[src/fault_prot_pkg.sv]
// Constants shared by the converter fault-protection block.
// Assumes a 250 MHz core clock and a 32-bit APB register bus.
package fault_prot_pkg;

    localparam int CLK_PERIOD_PS = 4000;

    // Byte offsets of the register words
    localparam logic [7:0] OFS_INPUT_LOCKOUT_LEVEL = 8'h00;
    localparam logic [7:0] OFS_OVERCURRENT_CONTROL = 8'h04;
    localparam logic [7:0] OFS_ANALOG_BLOCK_ENABLES = 8'h08;
    localparam logic [7:0] OFS_OUTPUT_UV_THRESHOLD = 8'h0c;
    localparam logic [7:0] OFS_OUTPUT_OV_THRESHOLD = 8'h10;
    localparam logic [7:0] OFS_PROTECTION_ENABLES = 8'h14;
    localparam logic [7:0] OFS_ANALOG_TEST_CONTROL = 8'h18;
    localparam logic [7:0] OFS_PERIPHERAL_FLAGS_TWO = 8'h1c;
    localparam logic [7:0] OFS_IRQ_MASK = 8'h20;
    localparam logic [7:0] OFS_INTERRUPT_CONTROL = 8'h24;
    localparam logic [7:0] OFS_ALERT_ADDRESS = 8'h28;
    localparam logic [7:0] OFS_CODE_PROTECT = 8'h2c;

    // Flag positions, shared by status, mask and comparator vector
    localparam int NUM_FLAGS = 5;
    localparam int FLAG_VIN = 0;
    localparam int FLAG_OC = 1;
    localparam int FLAG_OUV = 2;
    localparam int FLAG_OOV = 3;
    localparam int FLAG_OT = 4;

    // Field positions
    localparam int OC_EN_BIT = 0;
    localparam int OC_BLANK_LSB = 1;
    localparam int UV_MON_BIT = 0;
    localparam int OV_MON_BIT = 1;
    localparam int UV_KILL_BIT = 0;
    localparam int OV_KILL_BIT = 1;
    localparam int DRV_DIS_BIT = 0;
    localparam int HI_DIS_BIT = 1;
    localparam int LO_DIS_BIT = 2;
    localparam int GIE_BIT = 0;
    localparam int CP_BIT = 0;

    // Values after reset
    localparam logic [7:0] LOCKOUT_LEVEL_RST = 8'h00;
    localparam logic [7:0] UV_THRESHOLD_RST = 8'h00;
    localparam logic [7:0] OV_THRESHOLD_RST = 8'hff;
    localparam logic [1:0] BLANK_SEL_RST = 2'h0;
    localparam logic [6:0] ALERT_ADDRESS_RST = 7'h0c;

    // Leading-edge blanking per select code, in ns
    localparam int BLANK0_NS = 114;
    localparam int BLANK1_NS = 336;
    localparam int BLANK2_NS = 558;
    localparam int BLANK3_NS = 780;
    localparam logic [7:0] BLANK0_CYC = 8'((BLANK0_NS * 1000 + CLK_PERIOD_PS - 1) / CLK_PERIOD_PS);
    localparam logic [7:0] BLANK1_CYC = 8'((BLANK1_NS * 1000 + CLK_PERIOD_PS - 1) / CLK_PERIOD_PS);
    localparam logic [7:0] BLANK2_CYC = 8'((BLANK2_NS * 1000 + CLK_PERIOD_PS - 1) / CLK_PERIOD_PS);
    localparam logic [7:0] BLANK3_CYC = 8'((BLANK3_NS * 1000 + CLK_PERIOD_PS - 1) / CLK_PERIOD_PS);

endpackage

[src/converter_fault_protection.sv]
// Fault protection of a synchronous buck controller: comparator sync,
// fault flags, gate-drive gating, interrupt and APB register file.
// Assumes PWM inputs come from logic on clk; comparators are asynchronous.
// Function
// - Input undervoltage flag sets below lockout level
// - Input undervoltage flag clears itself on recovery
// - Flags set regardless of interrupt enables
// - Overcurrent events only when overcurrent enabled
// - Overcurrent sampled during high side, after blanking
// - Output undervoltage flag sets when monitor enabled
// - Undervoltage kill forces both drives low
// - Overvoltage monitoring only when enabled
// - Output overvoltage flag sets above threshold
// - Overvoltage kill forces both drives low
// - Overtemperature shuts switching down in hardware
// - Code protect refuses external program access
// - Seven-bit alert address register
// - Global driver disable forces both drives low
// - Side disable forces that drive low
`timescale 1ns/1ps
module converter_fault_protection
    import fault_prot_pkg::*;
#(
    parameter int ADDR_W = 8
) (
    input wire logic clk,
    input wire logic resetn,
    input wire logic psel,
    input wire logic penable,
    input wire logic pwrite,
    input wire logic [ADDR_W-1:0] paddr,
    input wire logic [31:0] pwdata,
    input wire logic [3:0] pstrb,
    output logic [31:0] prdata,
    output logic pready,
    output logic pslverr,
    input wire logic vin_below_cmp,
    input wire logic overcurrent_cmp,
    input wire logic output_below_cmp,
    input wire logic output_above_cmp,
    input wire logic overtemp_cmp,
    input wire logic high_pwm,
    input wire logic low_pwm,
    output logic high_gate_drive,
    output logic low_gate_drive,
    output logic [7:0] input_lockout_level,
    output logic [7:0] output_uv_threshold,
    output logic [7:0] output_ov_threshold,
    output logic [6:0] alert_address,
    input wire logic prog_read_req,
    input wire logic prog_write_req,
    output logic prog_read_allow,
    output logic prog_write_allow,
    output logic irq
);

    // The decoder needs six address bits to reach the last register
    if (ADDR_W < 6 || ADDR_W > 32) begin : g_bad_addr_w
        $error("ADDR_W must be between 6 and 32");
    end

    typedef struct packed {
        logic [NUM_FLAGS-1:0] sy1;
        logic [NUM_FLAGS-1:0] sy2;
        logic [NUM_FLAGS-1:0] sy3;
        logic [NUM_FLAGS-1:0] filt;
        logic [7:0] lockout;
        logic oc_en;
        logic [1:0] blank_sel;
        logic uv_mon;
        logic ov_mon;
        logic [7:0] uv_thr;
        logic [7:0] ov_thr;
        logic uv_kill;
        logic ov_kill;
        logic drv_dis;
        logic hi_dis;
        logic lo_dis;
        logic [NUM_FLAGS-1:0] flags;
        logic [NUM_FLAGS-1:0] mask;
        logic global_irq_enable;
        logic [6:0] alert;
        logic cp;
        logic [7:0] blank_cnt;
        logic hi_drv;
        logic lo_drv;
        logic [31:0] rdata;
    } state_s;

    state_s state_ff;
    state_s nxt_state;

    logic [7:0] reg_addr;
    logic wr_en;
    logic rd_setup;
    logic addr_hit;
    logic [7:0] blank_lim;
    logic blank_done;
    logic oc_event;
    logic [NUM_FLAGS-1:0] set_ev;
    logic [NUM_FLAGS-1:0] clr_w1c;
    logic drive_kill;
    logic [31:0] rd_mux;

    assign reg_addr = 8'(paddr);
    assign pready = 1'b1;
    assign wr_en = psel & penable & pwrite;
    assign rd_setup = psel & ~penable & ~pwrite;

    always_comb begin
        unique case (reg_addr)
            OFS_INPUT_LOCKOUT_LEVEL, OFS_OVERCURRENT_CONTROL, OFS_ANALOG_BLOCK_ENABLES,
            OFS_OUTPUT_UV_THRESHOLD, OFS_OUTPUT_OV_THRESHOLD, OFS_PROTECTION_ENABLES,
            OFS_ANALOG_TEST_CONTROL, OFS_PERIPHERAL_FLAGS_TWO, OFS_IRQ_MASK,
            OFS_INTERRUPT_CONTROL, OFS_ALERT_ADDRESS, OFS_CODE_PROTECT: addr_hit = 1'b1;
            default: addr_hit = 1'b0;
        endcase
    end
    assign pslverr = psel & penable & ~addr_hit;

    always_comb begin
        rd_mux = 32'h0;
        unique case (reg_addr)
            OFS_INPUT_LOCKOUT_LEVEL: rd_mux[7:0] = state_ff.lockout;
            OFS_OVERCURRENT_CONTROL: rd_mux[2:0] = {state_ff.blank_sel, state_ff.oc_en};
            OFS_ANALOG_BLOCK_ENABLES: rd_mux[1:0] = {state_ff.ov_mon, state_ff.uv_mon};
            OFS_OUTPUT_UV_THRESHOLD: rd_mux[7:0] = state_ff.uv_thr;
            OFS_OUTPUT_OV_THRESHOLD: rd_mux[7:0] = state_ff.ov_thr;
            OFS_PROTECTION_ENABLES: rd_mux[1:0] = {state_ff.ov_kill, state_ff.uv_kill};
            OFS_ANALOG_TEST_CONTROL:
                rd_mux[2:0] = {state_ff.lo_dis, state_ff.hi_dis, state_ff.drv_dis};
            OFS_PERIPHERAL_FLAGS_TWO: rd_mux[NUM_FLAGS-1:0] = state_ff.flags;
            OFS_IRQ_MASK: rd_mux[NUM_FLAGS-1:0] = state_ff.mask;
            OFS_INTERRUPT_CONTROL: rd_mux[0] = state_ff.global_irq_enable;
            OFS_ALERT_ADDRESS: rd_mux[6:0] = state_ff.alert;
            OFS_CODE_PROTECT: rd_mux[0] = state_ff.cp;
            default: rd_mux = 32'h0;
        endcase
    end

    // Blanking restarts on every high-side on time
    always_comb begin
        unique case (state_ff.blank_sel)
            2'h0: blank_lim = BLANK0_CYC;
            2'h1: blank_lim = BLANK1_CYC;
            2'h2: blank_lim = BLANK2_CYC;
            2'h3: blank_lim = BLANK3_CYC;
        endcase
    end
    // Compare by magnitude so a shorter select chosen mid-pulse cannot skip the limit
    assign blank_done = high_pwm & (state_ff.blank_cnt >= blank_lim);
    assign oc_event = state_ff.oc_en & blank_done & state_ff.filt[FLAG_OC];

    // Sticky events; the input undervoltage bit is a live level instead
    assign set_ev[FLAG_VIN] = 1'b0;
    assign set_ev[FLAG_OC] = oc_event;
    assign set_ev[FLAG_OUV] = state_ff.uv_mon & state_ff.filt[FLAG_OUV];
    assign set_ev[FLAG_OOV] = state_ff.ov_mon & state_ff.filt[FLAG_OOV];
    assign set_ev[FLAG_OT] = state_ff.filt[FLAG_OT];

    assign clr_w1c = (wr_en && reg_addr == OFS_PERIPHERAL_FLAGS_TWO && pstrb[0]) ?
                     pwdata[NUM_FLAGS-1:0] : '0;

    assign drive_kill = state_ff.drv_dis
                      | state_ff.filt[FLAG_OT]
                      | (state_ff.uv_kill & state_ff.flags[FLAG_OUV])
                      | (state_ff.ov_kill & state_ff.flags[FLAG_OOV]);

    always_comb begin
        nxt_state = state_ff;
        // Only the second stage reads the first one
        nxt_state.sy1 = {overtemp_cmp, output_above_cmp, output_below_cmp,
                         overcurrent_cmp, vin_below_cmp};
        nxt_state.sy2 = state_ff.sy1;
        nxt_state.sy3 = state_ff.sy2;
        for (int i = 0; i < NUM_FLAGS; i++) begin
            if (state_ff.sy2[i] == state_ff.sy3[i]) begin
                nxt_state.filt[i] = state_ff.sy2[i];
            end
        end

        if (!high_pwm) begin
            nxt_state.blank_cnt = 8'h0;
        end else if (state_ff.blank_cnt < blank_lim) begin
            nxt_state.blank_cnt = state_ff.blank_cnt + 8'h1;
        end

        // Set wins over a clear in the same cycle
        nxt_state.flags = (state_ff.flags & ~clr_w1c) | set_ev;
        nxt_state.flags[FLAG_VIN] = state_ff.filt[FLAG_VIN];

        nxt_state.hi_drv = high_pwm & ~drive_kill & ~state_ff.hi_dis;
        nxt_state.lo_drv = low_pwm & ~drive_kill & ~state_ff.lo_dis;

        if (rd_setup) begin
            nxt_state.rdata = rd_mux;
        end

        if (wr_en && pstrb[0]) begin
            unique case (reg_addr)
                OFS_INPUT_LOCKOUT_LEVEL: nxt_state.lockout = pwdata[7:0];
                OFS_OVERCURRENT_CONTROL: begin
                    nxt_state.oc_en = pwdata[OC_EN_BIT];
                    nxt_state.blank_sel = pwdata[OC_BLANK_LSB +: 2];
                end
                OFS_ANALOG_BLOCK_ENABLES: begin
                    nxt_state.uv_mon = pwdata[UV_MON_BIT];
                    nxt_state.ov_mon = pwdata[OV_MON_BIT];
                end
                OFS_OUTPUT_UV_THRESHOLD: nxt_state.uv_thr = pwdata[7:0];
                OFS_OUTPUT_OV_THRESHOLD: nxt_state.ov_thr = pwdata[7:0];
                OFS_PROTECTION_ENABLES: begin
                    nxt_state.uv_kill = pwdata[UV_KILL_BIT];
                    nxt_state.ov_kill = pwdata[OV_KILL_BIT];
                end
                OFS_ANALOG_TEST_CONTROL: begin
                    nxt_state.drv_dis = pwdata[DRV_DIS_BIT];
                    nxt_state.hi_dis = pwdata[HI_DIS_BIT];
                    nxt_state.lo_dis = pwdata[LO_DIS_BIT];
                end
                OFS_IRQ_MASK: nxt_state.mask = pwdata[NUM_FLAGS-1:0];
                OFS_INTERRUPT_CONTROL: nxt_state.global_irq_enable = pwdata[GIE_BIT];
                OFS_ALERT_ADDRESS: nxt_state.alert = pwdata[6:0];
                // Protection can be raised but only a reset lowers it
                OFS_CODE_PROTECT: nxt_state.cp = state_ff.cp | pwdata[CP_BIT];
                default: begin
                end
            endcase
        end
    end

    always_ff @(posedge clk) begin
        if (!resetn) begin
            state_ff <= '0;
            state_ff.lockout <= LOCKOUT_LEVEL_RST;
            state_ff.blank_sel <= BLANK_SEL_RST;
            state_ff.uv_thr <= UV_THRESHOLD_RST;
            state_ff.ov_thr <= OV_THRESHOLD_RST;
            state_ff.alert <= ALERT_ADDRESS_RST;
        end else begin
            state_ff <= nxt_state;
        end
    end

    assign prdata = state_ff.rdata;
    assign high_gate_drive = state_ff.hi_drv;
    assign low_gate_drive = state_ff.lo_drv;
    assign input_lockout_level = state_ff.lockout;
    assign output_uv_threshold = state_ff.uv_thr;
    assign output_ov_threshold = state_ff.ov_thr;
    assign alert_address = state_ff.alert;
    assign prog_read_allow = prog_read_req & ~state_ff.cp;
    assign prog_write_allow = prog_write_req & ~state_ff.cp;
    // Enables gate only the interrupt line, never the flags
    assign irq = state_ff.global_irq_enable & |(state_ff.flags & state_ff.mask);
endmodule

[config.mk]
export PLATFORM = sky130hd
export DESIGN_NAME = converter_fault_protection
export DESIGN_NICKNAME = d
export VERILOG_FILES = /design/src/fault_prot_pkg.sv /design/src/converter_fault_protection.sv
export SDC_FILE = /design/constraint.sdc
export NUM_CORES = 1
export LEC_CHECK = 0
export ABC_CLOCK_PERIOD_IN_PS = 2600
export BUFFER_PORTS_ARGS = -buffer_cell sky130_fd_sc_hd__buf_4
export CAP_MARGIN = 30
export CELL_PAD_IN_SITES_DETAIL_PLACEMENT = 1
export CELL_PAD_IN_SITES_GLOBAL_PLACEMENT = 2
export CORE_ASPECT_RATIO = 0.9
export CORE_UTILIZATION = 31
export CTS_CLUSTER_DIAMETER = 30
export DETAILED_ROUTE_END_ITERATION = 12
export PLACE_DENSITY = 0.78
export SLEW_MARGIN = 20
export SYNTH_ARGS = -nofsm -noshare
export SYNTH_HDL_FRONTEND = slang
export SYNTH_SLANG_ARGS = --single-unit
[constraint.sdc]
create_clock -name clk -period 2.6 [get_ports clk]
set_clock_uncertainty 0.2 [all_clocks]
set_input_delay 0.52 -clock clk [delete_from_list [all_inputs] [get_ports clk]]
set_output_delay 0.52 -clock clk [all_outputs]
set_load 0.1 [all_outputs]
[After elaboration in Yosys (flattened, before gate mapping)]
Cells that the tools add are included.
Cells by class
  mux-type cells: 9
  multiply operators: 0
  shift-type cells: 0
  reduce and logical (&&, ||, !) cells: 19
  eq/ne operators: 19
  add/sub/neg operators: 1
  divide/modulo/power cells: 0
  bitwise gates (word level): 34
  order comparisons: 2
Operators by type and width (count)
  8-bit by 5-bit == test with 1-bit output, second input constant: 4
  8-bit by 6-bit == test with 1-bit output, second input constant: 4
  8-bit one-hot mux with 4 select lines: 1
  2-bit AND reduction: 12
  1-bit bitwise AND: 19
  8-bit by 4-bit == test with 1-bit output, second input constant: 2
  1-bit one-hot mux with 12 select lines: 1
  2-bit one-hot mux with 6 select lines: 1
  12-bit OR reduction: 1
  5-bit bitwise AND: 2
  1-bit one-hot mux with 10 select lines: 1
  8-bit by 1-bit adder with 8-bit output, second input constant: 1
  8-bit by 3-bit == test with 1-bit output, second input constant: 1
  8-bit greater-or-equal comparator: 1
  8-bit zero test: 1
  8-bit < comparator: 1
  1-bit one-hot mux with 8 select lines: 1
  2-bit one-hot mux with 4 select lines: 1
  1-bit NOT: 7
  1-bit == test: 5
  5-bit two-way mux: 1
  5-bit NOT: 1
  5-bit OR: 1
  5-bit OR reduction: 1
  7 further kinds: 13
Word-level totals
  output and inout bits: 70
  bits in registers: 91
  memories kept: 0
  memory bits (read-only): 0
  latch bits: 0
  RAM bits: 0

[Depth between registers and ports, before layout]
  depth in word-level cells: 8
  mapped depth: 10

[Least setup slack after synthesis]
OpenSTA, ideal clock, no wires.
  kind: input-to-output
  start point: input paddr[2]
  end point: output pslverr
  required time: 1.880 ns
  slack: -4.024 ns
  stages: 6
  arrival time: 5.904 ns
  cell sequence: buf_2 and2_0 clkbuf_1 a21oi_1 nor2b_1 a2111oi_0
Between the ends
  cells in the longest elaborated chain, start to end: 5
  elaborated cells between the ends (all ways): 16
Ends and longest elaborated chain
  from (decl): RTL line converter_fault_protection.sv:31  | input wire logic [ADDR_W-1:0] paddr,
  8-bit by 5-bit == test with 1-bit output, or another cell as far along: RTL line converter_fault_protection.sv:111  | unique case (reg_addr)
  12-bit OR reduction *: RTL line converter_fault_protection.sv:111
  1-bit two-way mux *: RTL line converter_fault_protection.sv:111
  1-bit NOT *: RTL line converter_fault_protection.sv:119  | assign pslverr = psel & penable & ~addr_hit;
  1-bit bitwise AND *: RTL line converter_fault_protection.sv:119
  to (decl): RTL line converter_fault_protection.sv:36  | output logic pslverr,
Every way passes the cells marked *; elsewhere a longest branch is shown, timed or not.

[Final worst setup path]
Ends and elaborated chain as after synthesis.

==> metrics.txt <==
R2R Setup Slk=150 ps; # IOs=128; Hold Fails Final Rpt=0; die extent in x=134 um; Seq. cell area=1820 um2; Worst EP arrival=1800 ps; PortBufs=75; Setup crit start kind=primary input; most frequent cell after synthesis=dfxtp_1; worst slew pin tran=577 ps; Slew HR=0.614; Final Setup Violations=0; crit path time final=2520 ps; Post-synth top flop=dfxtp_1; Vias=3878; flops & latches, synth=91; post-synth cell types=60; DRT Pass-1 Iters=4; Avg Cell Area, Syn=8.96 um2; top cells by area, synth=dfxtp_1 38%, buf_4 10%, mux2i_1 7.4%, nor2b_1 4.4%, nand2_1 4.2%; die area=16100 um2; clk root buf=clkbuf_16; clk_lat worst skew=360 ps; CP Class=in2out; Crit-path slowest cell=a2111oi_4; Total Nets Final=656; worst r2r path cells=9; Post-synth top cells=91 x dfxtp_1, 65 x buf_4, 54 x nand2_1, 36 x mux2i_1, 34 x nor2b_1; vias in the first global route=3915; worst vdd ir=0.000391 V; CTS tree=yes; placed insts=772; hold crit path type=in2reg; Crit path max-delay family=simple AND/OR/NAND/NOR gates; Synth top area share=0.376; dpl hpwl=10300 um; f_max=0.397 GHz; row cnt=42; Ys Warns=0; number of stages on the worst setup path=6; Detailed Route Iter0 Violations=219; GRT Total Usage=0.178; via-per-instance ratio=4.92; Post-Syn Instances=541; RSZ-0062 raised after global routing=false; Post-synth ARST share=0; first-pass GRT wire length=21800 um; area grow syn2layout=16.8%; Starting Density=0.324; initial antenna violation count=0; EDFF count, synth=0; n_diodes=0; share of layout cells above drive strength 1=0.231; DRC=0; status=finished clean; Max Cap Violations=0; Worst path most repeated cell=nand2_1; Wirelength per Cell=17.4 um; Core ar.=15000 um2; Bufs and invs on worst path=2; cell count of the worst hold path=2; CTS HTree Levels=3; CP max FO=7; Final Cycle Share=0.969; largest net degree at the start of global routing=51; total setup buffers inserted after CTS=0; Leak=2.19 nW; setup TNS=0 ps; Detailed Route WL=13700 um; Seq/Total Area, Yosys=0.376; Die H=121 um; Worst-path clk slew=60 ps; Max Slew Vio Count=0; Clock Path Buffers=2; Crit. End Element=output port; non-filler instance count after layout=788; total CTS buffers=9; Crit path required time=1880 ps; # clock sinks=91; multi-input logic area=2490 um2; gr ovfl total=0; synthesized area=4850 um2; Routed Antenna Nets=0; CP Cell Sequence=buf_4, and2b_1, nand2_1, nand2_1, a2111oi_4, buf_6; area leader, netlist=dfxtp_1; # fillers=1760; P per Cell Area=556 nW/um2; crit-path max cell delay=400 ps; RePlAce Congestion=0.822
## state kept, by name, summed over array words and instances, names as in the netlist
register and count:
high_gate_drive 1, set_ev 1, output_ov_threshold 8, nxt_state 11, input_lockout_level 8, prdata 8
state_ff 38, alert_address 7, low_gate_drive 1, output_uv_threshold 8
## stage by stage
| stage | setup slack (ps) | hold WS [ps] | cell area (um2) | utilization | total power [mW] |
|---|---|---|---|---|---|
| after global placement | 62.5 | 218 | 5360 | 0.358 | 1.88 |
| after CTS | 28.4 | 151 | 5650 | 0.377 | 3.19 |
| after detailed placement | 43.9 | 222 | 5360 | 0.358 | 1.88 |
| after floorplan | -542 | 212 | 4950 | - | 1.81 |
| after global routing | 0.605 | 159 | 5660 | 0.378 | 3.26 |
| final | 81.6 | 167 | 5660 | 0.378 | 3.15 |
## routing by layer
metal	track usage	wire length, um	vias up
li1	-	-	1887
met1	0.244	6720	1892
met2	0.276	6240	83
met3	0.0390	576	16
met4	0.0597	187	0
met5	0	0	-
## worst paths after layout
check / startpoint / endpoint
hold reg to reg: nxt_state[105] / nxt_state[100]
setup / recovery: paddr[2] / pslverr
hold / removal: output_above_cmp / nxt_state[108]
setup reg to reg: state_ff[84] / state_ff[37]
## placed cells by master, fill, tap and decap left out, types with 5 or more instances in the layout
cell type / instances
a22o_1: 5
nor2_1: 21
nor2b_1: 34
nor3_1: 5
inv_1: 9
nand3_1: 18
a31oi_1: 8
a21oi_1: 15
and2_1: 20
conb_1: 25
ha_1: 13
buf_4: 99
clkbuf_16: 9
mux2i_1: 36
a22oi_1: 6
a21boi_0: 16
o21ai_0: 29
dfxtp_1: 90
nand2_1: 54
## cell families after synthesis
logic type	Yosys count	synth area share
AND/OR/NAND/NOR	185	0.218
AO/OA/AOI/OAI	109	0.150
buffers and inverters	100	0.133
flip-flops	91	0.376
multiplexers	39	0.0836
adder cells (fa/ha/maj)	13	0.0335
other	2	0.00155
XOR/XNOR	2	0.00361
## power by group
part,switching (mW),total [mW],internal (mW)
clock,0.586,1.29,0.708
combinational,0.336,0.436,0.101
sequential,0.00802,1.42,1.41
## layout make-up
type,count,share of cell area
multi-input cells,373,0.440
flip-flops and latches,91,0.322
repair buffers,101,0.137
clock buffers,12,0.0453
well taps,198,0.0438
clock inverters,4,0.00597
inverters,9,0.00597
## what timing repair did
item | 4_1_cts | 5_1_grt
endpoints found under the setup margin | 0 | 4
gates resized for setup | 0 | 4
hold buffers | 0 | 0
(Power assumes the default switching activity.)
